[src/core/watchdog_pkg.sv]
// constants for the fixed-interval watchdog
// assumes a single 25 MHz reference clock
`default_nettype none
package watchdog_pkg;
    localparam int unsigned CLK_HZ = 25000000;
    // timeout in milliseconds, as printed (0.8 s)
    localparam int unsigned TIMEOUT_MS = 800;
    // longest time rounds down to whole cycles
    localparam longint unsigned TIMEOUT_CYCLES = (longint'(TIMEOUT_MS) * CLK_HZ) / 1000;
    localparam int CNT_W = 25;
    localparam logic ARMED_RESET = 1'b1;
    localparam logic AUTO_SERVICE_RESET = 1'b1;
    localparam logic [7:0] REBOOT_PULSE_CYCLES = 8'h10;
endpackage
`default_nettype wire

[src/core/fixed_timeout_watchdog.sv]
// fixed-interval watchdog that reboots the module when not kicked in time
// assumes commands are one-cycle pulses synchronous to ref_clk_i,
// and that the package sets the cycle counts for the reference clock
// Functional notes
// RULE_01 - timeout fixed at 0.8 s, not configurable
// RULE_02 - enabled and counting right after power-on
// RULE_03 - missed 0.8 s timeout asserts module reboot
// RULE_04 - arm and disarm commands; disarmed never reboots
// RULE_05 - software kicks before 0.8 s elapses
// RULE_06 - firmware auto-kicks until user takes over
// RULE_07 - every kick restarts count from zero
`default_nettype none
// TIMEOUT counts clock cycles; the default is the fixed interval at
// the reference clock, and only a bench should shrink it
module fixed_timeout_watchdog
    import watchdog_pkg::*;
#(
    parameter logic [CNT_W-1:0] TIMEOUT = CNT_W'(TIMEOUT_CYCLES)
) (
    input wire logic ref_clk_i,
    input wire logic rst_i,
    input wire logic watchdog_arm_call_i,
    input wire logic watchdog_disarm_call_i,
    input wire logic watchdog_kick_call_i,
    input wire logic firmware_kick_i,
    input wire logic user_takeover_i,
    output logic armed_o,
    output logic auto_service_o,
    output logic [CNT_W-1:0] elapsed_o,
    output logic reboot_o
);

    // one unkicked interval, edge by edge:
    //   elapsed steps 0 .. TIMEOUT-1, once per clock
    //   the edge that leaves TIMEOUT-1 loads the pulse counter
    //   and raises reboot_o at the same edge
    //   reboot_o then stands for REBOOT_PULSE_CYCLES clocks
    //   counting starts again from zero when the pulse ends
    //   a kick on any cycle sends elapsed back to zero
    //   the enable survives the pulse; rst_i or an arm command re-arms

    // enable state
    logic armed;
    logic next_armed;

    // automatic firmware servicing state
    logic auto_service;
    logic next_auto_service;

    // cycles since the last accepted kick
    logic [CNT_W-1:0] elapsed;
    logic [CNT_W-1:0] next_elapsed;

    // cycles left of the reboot pulse
    // eight bits are enough for the pulse length
    logic [7:0] reboot_cnt;
    logic [7:0] next_reboot_cnt;

    // registered reboot output
    logic reboot;
    logic next_reboot;

    // decoded events of this cycle
    logic kick_now;
    logic pulse_busy;

    // software kicks always count, firmware kicks only while
    // automatic servicing is still on
    function automatic logic kick_accepted(
        input logic user_kick,
        input logic fw_kick,
        input logic servicing
    );
        logic accepted;
        accepted = user_kick;
        if (servicing && fw_kick) begin
            accepted = 1'b1;
        end
        return accepted;
    endfunction

    // true on the last cycle of the interval; >= rather than ==
    // so a count that somehow passed the limit still ends
    function automatic logic interval_spent(
        input logic [CNT_W-1:0] count,
        input logic [CNT_W-1:0] limit
    );
        logic spent;
        spent = 1'b0;
        if (count >= limit - CNT_W'(1)) begin
            spent = 1'b1;
        end
        return spent;
    endfunction

    // true while a reboot pulse is still being driven
    function automatic logic pulse_running(
        input logic [7:0] count
    );
        logic running;
        running = 1'b0;
        if (count != 8'h00) begin
            running = 1'b1;
        end
        return running;
    endfunction

    // kick decode
    always_comb begin
        kick_now = kick_accepted(watchdog_kick_call_i, firmware_kick_i, auto_service); // [RULE_06]
    end

    // pulse decode
    always_comb begin
        pulse_busy = pulse_running(reboot_cnt);
    end

    // enable group: disarm wins when both commands meet;
    // arming never cuts a running pulse short
    always_comb begin
        next_armed = armed;
        if (watchdog_disarm_call_i) begin
            next_armed = 1'b0; // [RULE_04]
        end else if (watchdog_arm_call_i) begin
            next_armed = 1'b1; // [RULE_04]
        end
    end

    always_ff @(posedge ref_clk_i) begin
        if (rst_i) begin
            armed <= ARMED_RESET; // [RULE_02]
        end else begin
            armed <= next_armed;
        end
    end

    // servicing group: once taken over, only reset gives it back
    always_comb begin
        next_auto_service = auto_service;
        if (user_takeover_i) begin
            next_auto_service = 1'b0; // [RULE_06]
        end
    end

    always_ff @(posedge ref_clk_i) begin
        if (rst_i) begin
            auto_service <= AUTO_SERVICE_RESET; // [RULE_06]
        end else begin
            auto_service <= next_auto_service;
        end
    end

    // counting group
    // the count is held at zero during the pulse so that a fresh
    // interval starts once the pulse ends; kicks in that time are lost
    // priority: pulse, disarm, kick, expiry, count
    always_comb begin
        next_elapsed = elapsed;
        if (pulse_busy) begin
            next_elapsed = '0;
        end else if (!next_armed) begin
            next_elapsed = '0; // [RULE_04]
        end else if (kick_now) begin
            next_elapsed = '0; // [RULE_07]
        end else if (interval_spent(elapsed, TIMEOUT)) begin
            next_elapsed = '0; // [RULE_01]
        end else begin
            next_elapsed = elapsed + CNT_W'(1); // [RULE_02]
        end
    end

    always_ff @(posedge ref_clk_i) begin
        if (rst_i) begin
            elapsed <= '0;
        end else begin
            elapsed <= next_elapsed;
        end
    end

    // reboot pulse group: a fixed-length pulse starts when the
    // interval runs out unkicked; a kick or disarm on that last
    // cycle still saves the module
    always_comb begin
        next_reboot_cnt = reboot_cnt;
        if (pulse_busy) begin
            next_reboot_cnt = reboot_cnt - 8'h01;
        end else if (next_armed && !kick_now && interval_spent(elapsed, TIMEOUT)) begin
            next_reboot_cnt = REBOOT_PULSE_CYCLES; // [RULE_03]
        end
    end

    always_ff @(posedge ref_clk_i) begin
        if (rst_i) begin
            reboot_cnt <= 8'h00;
        end else begin
            reboot_cnt <= next_reboot_cnt;
        end
    end

    // output flag group: registered so the reboot line never glitches
    // and rises at the same edge that loads the pulse counter
    always_comb begin
        next_reboot = pulse_running(next_reboot_cnt); // [RULE_03]
    end

    always_ff @(posedge ref_clk_i) begin
        if (rst_i) begin
            reboot <= 1'b0;
        end else begin
            reboot <= next_reboot;
        end
    end

    // outputs are plain copies of the state flops
    // so none of them is decoded combinationally
    assign armed_o = armed;
    assign auto_service_o = auto_service;
    assign elapsed_o = elapsed;
    assign reboot_o = reboot;
endmodule
`default_nettype wire

[config.mk]
export PLATFORM = sky130hd
export DESIGN_NAME = fixed_timeout_watchdog
export DESIGN_NICKNAME = d
export VERILOG_FILES = /design/src/core/watchdog_pkg.sv /design/src/core/fixed_timeout_watchdog.sv
export SDC_FILE = /design/constraint.sdc
export NUM_CORES = 1
export LEC_CHECK = 0
export BUFFER_PORTS_ARGS = -buffer_cell sky130_fd_sc_hd__buf_2
export CAP_MARGIN = 25
export CORE_MARGIN = 5
export CORE_UTILIZATION = 30
export DETAILED_ROUTE_END_ITERATION = 10
export SLEW_MARGIN = 20
export SYNTH_ARGS = -nofsm -noshare
export SYNTH_HDL_FRONTEND = slang
export SYNTH_SLANG_ARGS = --single-unit
[constraint.sdc]
create_clock -name ref_clk_i -period 3.4 [get_ports ref_clk_i]
set_input_delay 0.68 -clock ref_clk_i [delete_from_list [all_inputs] [get_ports ref_clk_i]]
set_output_delay 0.68 -clock ref_clk_i [all_outputs]
set_load 0.03 [all_outputs]
==> metrics <==
FF-to-FF path depth=7; root buffer cell=clkbuf_8; Clk network pwr share=25.6%; row count=29; postcts setup bufs=0; P_sw=approximately 0.38 mW; post-DP HPWL=2880 um; Syn Inst Count=between 200 and 250; startpoint of the worst hold path=auto_service_o; startpoint types=input port; setup TNS=0 ns; Seq cells post-synth=36; Tmin final=roughly 2.5 ns; number of synthesized flops with an enable pin=0; initial antenna violation count=0; met2 GRT Util=16.5%; Final Hold Fails=0; PostCTS Resize Cnt=0; Syn Std Cell Area=1900 sq um; Worst path slowest cell=or3_2; CTS tree=yes; Main synth FF type=dfxtp_1; Core Area=6240 sq um; nets=approximately 250; layout cells sized above 1=29.4%; Crit Path Class=input port to flip-flop; clk buf depth=2; relative slew slack=42.2%; CTS clk-pin slew, worst paths=0.07 ns; fmax=394 MHz; crit path capture type=flip-flop; crit-path max cell delay=between 0.7 and 0.8 ns; DIE WIDTH=between 80 and 90 um; TritonCTS Buffers=5; Max Cap Violations=0; fin crit share=~75%; fin. max-slew vios=0; IO Count=35; R2R Setup Slk=0.90 ns; CTS hold repair buffers=0; n_diodes=0; Routed Antenna Nets=0; Pint=0.726 mW; largest net degree at the start of global routing=16; gpl congestion=0.751; ordered list of cells on the worst path=buf_2, o21bai_1, a211o_1, or3_1, or3_2, buf_4, nor2_4; Initial Utilization=30.4%; Port Buffers=34; clock latency on the worst-skew pair=0.29 ns; worst-path fanout max=15; WP data arrival=between 2 and 3 ns; Final setup viols=0; Avg Vias per Cell=4.79; Buf/Inv on CP=2; number of global-route vias before repair=1388; Iteration-0 DRC Markers=53; worst hold path type=flip-flop to flip-flop; Peak VDD IR=slightly above 500 uV; Final Instance Area=2190 sq um; hold path cells=2; first-pass GRT wire length=around 6300 um; Crit path required time=roughly 3.6 ns; global route hottest layer=met2; reg2reg start=reboot_cnt[0]; Total GRT Usage=10.1%; P&R area growth vs syn=15.3%; M3 GR Usage=3.69%; sequential power share=a little under half; Leak=0.803 nW; CP Launch Point=watchdog_disarm_call_i; WL/cell=12.0 um; die height=89.5 um; register area share after synthesis=38.0%; via count=1509; WL final=3790 um; Distinct cells, synth=38; final hold slack=a little under 0.5 ns; YS warnings=0; met1 usage=12.6%; status=complete, no violations; RSZ-0062 raised after global routing=false; remaining global-route overflow=0; syn_nets=212; H-tree levels=2; Core Util, Final=35.0%; # clock sinks=36; DIE AREA=8010 sq um; DR DRC count=0; combinational power share=approximately 28%; Pre-antenna DRT Iters=4; WP depth=7; Cell Pwr Density=505 nW/um^2; sw frac=34.3%; actual slew at the worst max-slew pin=between 0.8 and 0.9 ns; asr flop ratio synth=0%; synthesized area per cell=9.39 sq um; Placed Area=around 2100 sq um; CP delay by family, top=simple AND/OR/NAND/NOR gates; Layout Skew=0.00510 ns
## worst register-to-register path, cell delays in order, from the launching register on
cell	delay, ns
dfxtp_1	0.34
inv_1	0.14
ha_1	0.22
nand4_2	0.17
or3_1	0.34
or3_2	0.76
buf_4	0.35
nor2_4	0.13
## placed cells by master, fill, tap and decap left out, drive strengths merged
cell / instances
a211o: 2
a211oi: 1
a21oi: 2
a2bb2oi: 1
a31oi: 1
a41o: 1
and3: 3
and4: 5
buf: 35
clkbuf: 6
clkinv: 1
dfxtp: 36
ha: 3
inv: 10
mux2i: 2
nand2: 11
nand3: 15
nand4: 8
nand4b: 1
nor2: 38
nor3: 6
nor4: 6
nor4b: 1
o2111ai: 1
o21ai: 5
o21ba: 2
o21bai: 2
o31a: 1
o31ai: 3
o32ai: 1
or2: 2
or3: 2
xnor2: 9
xor2: 15
## path summary, 6_finish.rpt
path | endpoint
min reg2reg | auto_service_o
max | elapsed_o[3]
max reg2reg | elapsed_o[3]
min | auto_service_o
## flip-flops by register name (all words and copies together), names as in the netlist
signal,count
reboot_o,1
elapsed_o,25
armed_o,1
reboot_cnt,8
auto_service_o,1
## power groups by stage
stage / registers, mW / clock network [mW] / logic, mW
floorplan: 0.522 / 0 / 0.246
global placement: 0.516 / 0 / 0.309
detailed placement: 0.517 / 0 / 0.314
CTS: 0.507 / 0.297 / 0.315
global route: 0.513 / 0.323 / 0.347
finish: 0.508 / 0.283 / 0.314
## area by class of cell
class,count,area (sq um)
Fill cell,672,4050
Multi-Input combinational cell,150,1080
Sequential cell,36,721
Timing Repair Buffer,35,178
Tap cell,77,96.3
Clock buffer,6,72.6
Inverter,10,37.5
Clock inverter,1,5.00
## cell families after synthesis
| kind of cell | Yosys count | share of synthesized area [%] |
|---|---|---|
| AOI/OAI and AO/OA | 23 | 8.91 |
| muxes | 2 | 1.06 |
| DFF | 36 | 38.0 |
| adders and majority gates | 3 | 1.98 |
| buffers and inverters | 16 | 5.28 |
| xor gates and xnor gates | 24 | 11.1 |
| and+or+nand+nor | 98 | 33.7 |
## metrics by stage
step / power, mW / worst slack [ns] / std cells
4_1_cts: 1.12 / 0.870 / 315
3_3_place_gp: 0.825 / 0.579 / 308
5_1_grt: 1.18 / 0.786 / 315
2_1_floorplan: 0.769 / 1.18 / 202
3_5_place_dp: 0.831 / 0.563 / 308
6_report: 1.10 / 0.863 / 315
## cells in the mapped netlist, drive strengths merged (5+ instances only)
| library cell | instances | area (sq um) |
|---|---|---|
| nor3 | 6 | 30.0 |
| nand2 | 11 | 41.3 |
| o21ai | 5 | 25.0 |
| inv | 10 | 37.5 |
| dfxtp | 36 | 721 |
| xnor2 | 9 | 78.8 |
| and4 | 5 | 45.0 |
| xor2 | 15 | 131 |
| nor4 | 6 | 37.5 |
| nand4 | 8 | 56.3 |
| nor2 | 38 | 293 |
| nand3 | 15 | 75.1 |
## per-layer routing
metal / share of wire [%] / routed length (um)
met1: 47 / 1770
met2: 46 / 1750
met3: 6.4 / 241
met4: 0.92 / 35
met5: 0 / 0
Note: power is estimated with default switching activity, not from simulation.
